File: src/rtl/kb_support_pkg.sv
// shared constants, state encodings and state record of the keyboard support logic
package kb_support_pkg;

    // ------------------------------------------------------------
    // clock and interval figures
    // ------------------------------------------------------------
    localparam int CLK_PERIOD_NS  = 100;
    localparam int TICK_US        = 1000;
    localparam int TICK_CYCLES    = TICK_US * 1000 / CLK_PERIOD_NS;
    localparam int VIEW_MS        = 90_000;
    localparam int BLINK_MS       = 250;
    localparam int REPEAT_HALF_MS = 50;
    localparam int CLICK_US       = 200;
    localparam int CLICK_CYCLES   = CLICK_US * 1000 / CLK_PERIOD_NS;
    localparam int BELL_MS        = 500;
    localparam int POWERUP_MS     = 100;
    localparam int TMR_W          = 17;

    // ------------------------------------------------------------
    // pin input positions and idle levels
    // ------------------------------------------------------------
    localparam int PIN_N        = 7;
    localparam int PIN_RAW      = 0;
    localparam int PIN_RPT_N    = 1;
    localparam int PIN_VIEW     = 2;
    localparam int PIN_RST_N    = 3;
    localparam int PIN_BELL_N   = 4;
    localparam int PIN_RING_N   = 5;
    localparam int PIN_HOME     = 6;
    localparam logic [PIN_N-1:0] PIN_IDLE = 7'h3a;
    localparam logic [3:0] WCNT_FULL = 4'hf;

    // ------------------------------------------------------------
    // types
    // ------------------------------------------------------------
    typedef enum logic [2:0] {
        V_VIEW = 3'b001,
        V_WARN = 3'b010,
        V_HOLD = 3'b100
    } view_state_t;

    typedef struct packed {
        logic [PIN_N-1:0] s1;
        logic [PIN_N-1:0] s2;
        logic [PIN_N-1:0] s3;
        logic [PIN_N-1:0] filt;
        view_state_t      vstate;
        logic [TMR_W-1:0] view_tmr;
        logic [TMR_W-1:0] blink_tmr;
        logic             pulse;
        logic [3:0]       wcnt;
        logic             view_prev;
        logic             gate;
        logic [TMR_W-1:0] rpt_tmr;
        logic             strobe;
        logic             click;
        logic [TMR_W-1:0] click_tmr;
        logic             tone;
        logic             bell_on;
        logic             bell_blk;
        logic [TMR_W-1:0] bell_tmr;
        logic             pu;
        logic [TMR_W-1:0] pu_tmr;
        logic             lamp_n;
        logic             hold_n;
        logic             speaker;
        logic             home_n;
    } kb_state_t;

endpackage

File: src/rtl/kb_support.sv
// keyboard support logic: view/hold timer, strobe repeat, click, bell, power-up pulses
// Functional notes
// view key or restart request starts a 60 to 120 second viewing interval, hold off.
// during viewing the warning counter stays cleared and no blink pulses occur.
// after viewing, pulses run; each pulse trailing edge advances the 4-bit counter.
// active-low lamp follows counter bit 0, blinking 7 times before counter is full.
// full counter asserts hold low, stops pulses, drives view line to inverted level.
// in hold the lamp output stays low until a new viewing interval.
// terminal activity or a key press removes hold and restarts viewing; the code takes only the view key, restart request or activity.
// without repeat key, keyboard strobe copies the raw key strobe.
// a held character key without repeat keeps the keyboard strobe high.
// repeat plus held key gives repeated keyboard strobe pulses.
// repeat oscillator toggles a gate flip-flop, breaking the strobe at 10 Hz.
// each strobe gating transition gives one positive click pulse of about 200 us; the code clicks only on strobe rising edges.
// tone toggles always, reaching the speaker only while the bell sounds.
// bell or ring request starts the tone, self-blocks, ends after half a second.
// at power-up initial and active-low home assert, released about 100 ms later.
// after power-up the home key produces a home signal.
// all intervals come from clock-driven counters with lengths in parameters.
// repeat rate is a parameter, default 10 Hz gating.
`timescale 1ns/1ns
module kb_support #(
    parameter int TICK_CYCLES_P    = kb_support_pkg::TICK_CYCLES,
    parameter int VIEW_MS_P        = kb_support_pkg::VIEW_MS,
    parameter int BLINK_MS_P       = kb_support_pkg::BLINK_MS,
    parameter int REPEAT_HALF_MS_P = kb_support_pkg::REPEAT_HALF_MS,
    parameter int CLICK_CYCLES_P   = kb_support_pkg::CLICK_CYCLES,
    parameter int BELL_MS_P        = kb_support_pkg::BELL_MS,
    parameter int POWERUP_MS_P     = kb_support_pkg::POWERUP_MS
) (
    input  wire logic ref_clk_i,
    input  wire logic srst_i,
    input  wire logic raw_key_strobe_i,
    input  wire logic repeat_key_n_i,
    input  wire logic view_key_press_i,
    input  wire logic view_restart_n_i,
    input  wire logic terminal_activity_i,
    input  wire logic bell_request_n_i,
    input  wire logic ring_request_n_i,
    input  wire logic home_key_press_i,
    output logic      key_strobe_out_o,
    output logic      view_lamp_n_o,
    output logic      hold_n_o,
    output logic      view_o,
    output logic      click_o,
    output logic      speaker_out_o,
    output logic      initial_o,
    output logic      home_n_o
);
    import kb_support_pkg::*;

    // ------------------------------------------------------------
    // reset record and helpers
    // ------------------------------------------------------------
    localparam logic [TMR_W-1:0] VIEW_LOAD  = TMR_W'(VIEW_MS_P - 1);
    localparam logic [TMR_W-1:0] BLINK_LOAD = TMR_W'(BLINK_MS_P - 1);
    localparam logic [TMR_W-1:0] RPT_LOAD   = TMR_W'(REPEAT_HALF_MS_P - 1);
    localparam logic [TMR_W-1:0] CLICK_LOAD = TMR_W'(CLICK_CYCLES_P - 1);
    localparam logic [TMR_W-1:0] BELL_LOAD  = TMR_W'(BELL_MS_P - 1);
    localparam logic [TMR_W-1:0] PU_LOAD    = TMR_W'(POWERUP_MS_P - 1);
    localparam logic [TMR_W-1:0] TMR_ZERO   = 17'h0_0000;

    localparam kb_state_t ST_RESET = '{
        s1: PIN_IDLE, s2: PIN_IDLE, s3: PIN_IDLE, filt: PIN_IDLE,
        vstate: V_VIEW, view_tmr: VIEW_LOAD, blink_tmr: BLINK_LOAD,
        pulse: 1'b0, wcnt: 4'h0, view_prev: 1'b0, gate: 1'b1,
        rpt_tmr: RPT_LOAD, strobe: 1'b0, click: 1'b0, click_tmr: TMR_ZERO,
        tone: 1'b0, bell_on: 1'b0, bell_blk: 1'b0, bell_tmr: TMR_ZERO,
        pu: 1'b1, pu_tmr: PU_LOAD, lamp_n: 1'b1, hold_n: 1'b1,
        speaker: 1'b0, home_n: 1'b0
    };

    function automatic logic [TMR_W-1:0] dec(input logic [TMR_W-1:0] v);
        return v - 17'h0_0001;
    endfunction

    function automatic logic expired(input logic [TMR_W-1:0] v);
        return v == TMR_ZERO;
    endfunction

    kb_state_t        st_reg;
    kb_state_t        st_next;
    logic             tick;
    logic [PIN_N-1:0] pins;
    logic             view_req;
    logic             rpt_on;
    logic             bell_req;

    ms_tick_gen #(.DIV(TICK_CYCLES_P)) u_tick (
        .ref_clk_i (ref_clk_i),
        .srst_i    (srst_i),
        .tick_o    (tick)
    );

    assign pins = {home_key_press_i, ring_request_n_i, bell_request_n_i,
                   view_restart_n_i, view_key_press_i, repeat_key_n_i, raw_key_strobe_i};

    // ------------------------------------------------------------
    // next state
    // ------------------------------------------------------------
    always_comb begin
        st_next = st_reg;
        // three-stage pin synchronisers, change taken when stages 2 and 3 agree
        st_next.s1 = pins;
        st_next.s2 = st_reg.s1;
        st_next.s3 = st_reg.s2;
        for (int i = 0; i < PIN_N; i++) begin
            if (st_reg.s2[i] == st_reg.s3[i]) begin
                st_next.filt[i] = st_reg.s3[i];
            end
        end

        // view / hold timer
        st_next.view_prev = st_reg.filt[PIN_VIEW];
        view_req = (st_reg.filt[PIN_VIEW] & ~st_reg.view_prev)
                 | ~st_reg.filt[PIN_RST_N] | terminal_activity_i;
        case (st_reg.vstate)
            V_VIEW: begin
                st_next.wcnt      = 4'h0;
                st_next.pulse     = 1'b0;
                st_next.blink_tmr = BLINK_LOAD;
                if (tick) begin
                    if (expired(st_reg.view_tmr)) begin
                        st_next.vstate = V_WARN;
                    end else begin
                        st_next.view_tmr = dec(st_reg.view_tmr);
                    end
                end
            end
            V_WARN: begin
                if (tick) begin
                    if (st_reg.pulse) begin
                        st_next.pulse = 1'b0;
                        st_next.wcnt  = st_reg.wcnt + 4'h1;
                        if (st_reg.wcnt + 4'h1 == WCNT_FULL) begin
                            st_next.vstate = V_HOLD;
                        end
                    end else if (expired(st_reg.blink_tmr)) begin
                        st_next.pulse     = 1'b1;
                        st_next.blink_tmr = BLINK_LOAD;
                    end else begin
                        st_next.blink_tmr = dec(st_reg.blink_tmr);
                    end
                end
            end
            V_HOLD: begin
                st_next.pulse = 1'b0;
            end
            default: begin
                st_next.vstate = V_VIEW;
            end
        endcase
        if (view_req) begin
            st_next.vstate   = V_VIEW;
            st_next.view_tmr = VIEW_LOAD;
            st_next.wcnt     = 4'h0;
            st_next.pulse    = 1'b0;
        end

        // strobe and repeat
        rpt_on = ~st_reg.filt[PIN_RPT_N] & st_reg.filt[PIN_RAW];
        if (!rpt_on) begin
            st_next.gate    = 1'b1;
            st_next.rpt_tmr = RPT_LOAD;
        end else if (tick) begin
            if (expired(st_reg.rpt_tmr)) begin
                st_next.gate    = ~st_reg.gate;
                st_next.rpt_tmr = RPT_LOAD;
            end else begin
                st_next.rpt_tmr = dec(st_reg.rpt_tmr);
            end
        end
        st_next.strobe = st_reg.filt[PIN_RAW] & st_reg.gate;

        // key click on each strobe start
        if (st_next.strobe && !st_reg.strobe) begin
            st_next.click     = 1'b1;
            st_next.click_tmr = CLICK_LOAD;
        end else if (st_reg.click) begin
            if (expired(st_reg.click_tmr)) begin
                st_next.click = 1'b0;
            end else begin
                st_next.click_tmr = dec(st_reg.click_tmr);
            end
        end

        // bell tone and self-blocking gate
        st_next.tone = st_reg.tone ^ tick;
        bell_req = ~st_reg.filt[PIN_BELL_N] | ~st_reg.filt[PIN_RING_N];
        if (st_reg.bell_on) begin
            if (tick) begin
                if (expired(st_reg.bell_tmr)) begin
                    st_next.bell_on = 1'b0;
                end else begin
                    st_next.bell_tmr = dec(st_reg.bell_tmr);
                end
            end
        end else if (bell_req && !st_reg.bell_blk) begin
            st_next.bell_on  = 1'b1;
            st_next.bell_blk = 1'b1;
            st_next.bell_tmr = BELL_LOAD;
        end else if (!bell_req) begin
            st_next.bell_blk = 1'b0;
        end

        // power-up interval
        if (st_reg.pu && tick) begin
            if (expired(st_reg.pu_tmr)) begin
                st_next.pu = 1'b0;
            end else begin
                st_next.pu_tmr = dec(st_reg.pu_tmr);
            end
        end

        // registered outputs
        st_next.hold_n  = (st_next.vstate != V_HOLD);
        st_next.lamp_n  = (st_next.vstate == V_HOLD) ? 1'b0 : ~st_next.wcnt[0];
        st_next.speaker = (st_reg.tone & st_reg.bell_on) | st_reg.click;
        st_next.home_n  = ~(st_next.pu | st_reg.filt[PIN_HOME]);
    end

    always_ff @(posedge ref_clk_i) begin
        if (srst_i) begin
            st_reg <= ST_RESET;
        end else begin
            st_reg <= st_next;
        end
    end

    // ------------------------------------------------------------
    // outputs
    // ------------------------------------------------------------
    assign key_strobe_out_o = st_reg.strobe;
    assign view_lamp_n_o    = st_reg.lamp_n;
    assign hold_n_o         = st_reg.hold_n;
    assign view_o           = ~st_reg.hold_n;
    assign click_o          = st_reg.click;
    assign speaker_out_o    = st_reg.speaker;
    assign initial_o        = st_reg.pu;
    assign home_n_o         = st_reg.home_n;
endmodule // kb_support

File: src/rtl/ms_tick_gen.sv
// divider that gives a one-cycle enable once per interval tick
`timescale 1ns/1ns
module ms_tick_gen #(
    parameter int DIV = kb_support_pkg::TICK_CYCLES
) (
    input  wire logic ref_clk_i,
    input  wire logic srst_i,
    output logic      tick_o
);
    import kb_support_pkg::*;

    typedef struct packed {
        logic [31:0] cnt;
        logic        tick;
    } tick_state_t;

    tick_state_t st_reg;
    tick_state_t st_next;

    always_comb begin
        st_next      = st_reg;
        st_next.tick = 1'b0;
        if (st_reg.cnt >= 32'(DIV - 1)) begin
            st_next.cnt  = 32'h0000_0000;
            st_next.tick = 1'b1;
        end else begin
            st_next.cnt = st_reg.cnt + 32'h0000_0001;
        end
    end

    always_ff @(posedge ref_clk_i) begin
        if (srst_i) begin
            st_reg <= '{cnt: 32'h0000_0000, tick: 1'b0};
        end else begin
            st_reg <= st_next;
        end
    end

    assign tick_o = st_reg.tick;

endmodule // ms_tick_gen

File: config.mk
export PLATFORM = sky130hd
export DESIGN_NAME = kb_support
export DESIGN_NICKNAME = d
export VERILOG_FILES = /design/src/rtl/kb_support_pkg.sv /design/src/rtl/kb_support.sv /design/src/rtl/ms_tick_gen.sv
export SDC_FILE = /design/constraint.sdc
export NUM_CORES = 1
export LEC_CHECK = 0
export ABC_AREA = 0
export BUFFER_PORTS_ARGS = -buffer_cell sky130_fd_sc_hd__buf_2
export CORE_AREA = 4 4 117 119
export CTS_CLUSTER_SIZE = 12
export DETAILED_ROUTE_END_ITERATION = 7
export DIE_AREA = 0 0 121 123
export PLACE_DENSITY_LB_ADDON = 0.25
export SYNTH_ARGS = -nofsm -noshare
export SYNTH_HDL_FRONTEND = slang
export SYNTH_SLANG_ARGS = --single-unit
File: constraint.sdc
create_clock -name ref_clk_i -period 2.8 [get_ports ref_clk_i]
set_input_delay 0.42 -clock ref_clk_i [delete_from_list [all_inputs] [get_ports ref_clk_i]]
set_output_delay 0.42 -clock ref_clk_i [all_outputs]
set_load 0.01 [all_outputs]
==> summary.md <==
| Metric | Value |
|---|---|
| Vias | ~6,200 |
| RD Place Congestion | 0.825 |
| Most frequent cells in the layout | 183 x dfxtp_1, 107 x nor2_1, 56 x nand2_1, 55 x a21oi_1 |
| Pin slew with the least headroom to its limit | 0.841 ns |
| Die X | around 120 um |
| # H-tree levels | 4 |
| Endpoint class of the critical path | flip-flop |
| Met1 Track Usage GR | 0.269 |
| Initial drt markers | 454 |
| Clock latency on the worst-skew pair | 0.43 ns |
| Data required time of the critical path | 3.08 ns |
| Cell variety after synth | 63 |
| Dominant cells by area after synthesis | dfxtp_1 48%, nor2_1 5.2%, xnor2_1 4.1% |
| Top-area cell type share of the netlist area | 0.477 |
| Final setup TNS | 0 ns |
| Root Driver | clkbuf_16 |
| Ys async rst share | 0 |
| TritonCTS clock tree | built |
| Non-Filler Instances | between 1,000 and 1,500 |
| Busiest metal layer after global routing | met2 |
| PortBufs | 17 |
| Synth warnings | 0 |
| Slew margin rel. | 0.438 |
| Synth Register Bits | about 180 |
| Crit Path Category | reg -> reg |
| Most common cell after layout, fill and taps aside | dfxtp_1 |
| Placed cell count | 1,056 |
| GR Layer Usage met3 | 0.0567 |
| Max reg flops | 128 |
| Hold WC Path Type | in -> reg |
| Pwr Total | 0.00521 W |
| Setup violators final | 0 |
| Drt drc | 0 |
| Cells after synthesis | 867 |
| I/O pin total | 18 |
| Cell taking the most area after synthesis | dfxtp_1 |
| Status | finished, final reports clean |
| Number of gates resized after cts | 0 |
| Via density | 5.70 |
| Initial Util | 0.611 |
| Seq/Total Area, Yosys | 0.477 |
| Row cnt | 41 |
| Longest Clk Path Bufs | 2 |
| RSZ-0062 raised after global routing | no |
| Initial antenna violation count | 0 |
| GRT Util Overall | 0.217 |
| Die Ht | 123 um |
| CTS Buf Count | 17 |
| Antenna cells | 0 |
| Worst hold slack | 0.173 ns |
| Length of the first detailed-routing pass in iterations | 5 |
| Final Hold Vio Count | 0 |
| Final slew viol count | 0 |
| Die area | 14,900 um^2 |
| CP Launch Type | flip-flop |
| Core area | between 10,000 and 15,000 um^2 |
| Post-layout net count | around 920 |
| Hold_buf cts | 0 |
| Mean Syn Cell Area | between 8 and 9 um^2 |
| Clock slew at reported path FFs | 0.07 ns |
| Max_cap viols | 0 |
| Worst EP arrival | 2.61 ns |
| Wirelength per Cell | between 10 and 15 um |
| Max Fclk | 0.430 GHz |
| Grt total ovfl | 0 |
| P_leak | 3.12 nW |
| Layout area overhead | 12.4% |
| Clock skew after layout | between 0.005 and 0.006 ns |
| Vias in the first global route | just under 6,000 |
| Final worst path period share | 0.831 |
| Ys flop type | dfxtp_1 |
| Post-layout minimum cycle time | 2.33 ns |
| Met2 Usage GRT | 0.373 |
| # Post-CTS Setup Buffers | 0 |
| Power Dens Cells | 603 nW/um^2 |
| Netlist Area Pre-Place | 7680 um^2 |
| Maximum vdd ir drop | 0.000480 V |
| EDFF count, synth | 0 |
| Detail Route Antenna Nets | 0 |
| WL final | 15,200 um |
| Fillers | 977 |
| Largest net degree at the start of global routing | 49 |
| Util after Layout | 0.688 |
| First-pass GRT wire length | 26,700 um |
| Share of cells above drive strength 1 | 0.0950 |
| DPL Wire Length | just over 10,000 um |
| CP Max Fanout | 15 |
| Clk sinks | 183 |
## final timing paths
check | start | to | slack [ns] | cells after the start
worst min register to register | st_next[140] | st_next[133] | 0.41 | 1
worst max-delay path | st_reg[111] | st_reg[119] | 0.47 | 5
worst max register to register | st_reg[111] | st_reg[119] | 0.47 | 5
worst min-delay path | repeat_key_n_i | st_next[137] | 0.17 | 2
## per-stage QoR
stage | setup WS (ns) | area [um^2]
6_report | 0.474 | 8640
3_3_place_gp | 0.584 | 8030
3_5_place_dp | 0.484 | 8030
2_1_floorplan | 0.710 | 7750
5_1_grt | 0.252 | 8640
4_1_cts | 0.464 | 8640
## cells in the mapped netlist (7+ instances only)
cell	instances
a31oi_1	8
nor3_1	32
nand2_1	56
a211oi_1	8
xor2_1	29
o31ai_1	7
or2_2	13
or3_1	22
xnor2_1	36
nand3b_1	9
a21oi_1	55
and3_1	10
clkbuf_1	27
nor2b_1	14
inv_1	25
nor2_1	107
ha_1	10
dfxtp_1	183
o211ai_1	15
or4_1	20
o21ai_0	36
nor4_1	26
nand2b_1	9
nand3_1	30
## area by class of cell
| type | instances | area [um^2] | share of cell area |
|---|---|---|---|
| clock buffers | 19 | 453 | 0.0524 |
| inverters | 25 | 93.8 | 0.0109 |
| multi-input cells | 647 | 3880 | 0.449 |
| flip-flops and latches | 183 | 3660 | 0.424 |
| well taps | 172 | 215 | 0.0249 |
| repair buffers | 29 | 175 | 0.0203 |
| clock inverters | 13 | 160 | 0.0185 |
## per-layer routing
layer  part of all wire  wire, um  vias up
met2               0.50      7550      104
met5                  0         0        -
met1               0.46      6980     2907
li1                   -         -     3170
met3              0.034       520       18
met4              0.013       194        0
## cell families (layout without fill, tap and decap cells)
logic type | Yosys count | in the layout | synth area share
AO/OA/AOI/OAI | 164 | 164 | 0.134
flip-flops | 183 | 183 | 0.477
buffers and inverters | 54 | 86 | 0.0267
XOR/XNOR | 65 | 65 | 0.0741
adder cells (fa/ha/maj) | 10 | 10 | 0.0163
other | 1 | 18 | 0.000488
AND/OR/NAND/NOR | 386 | 386 | 0.266
multiplexers | 4 | 4 | 0.00537
## where the power goes
part	switching, W	internal (W)
combinational	0.0000724	0.0000398
sequential	0.0000201	0.00264
clock	0.00104	0.00139
total	0.00114	0.00407
## critical path, stage by stage (launching register included)
cell and delay (ns):
dfxtp_1 0.35, or4_4 0.58, nor4_2 0.41, and3_1 0.55, a311o_1 0.23, nand3_1 0.06
Power figures use the tool's default switching activity.
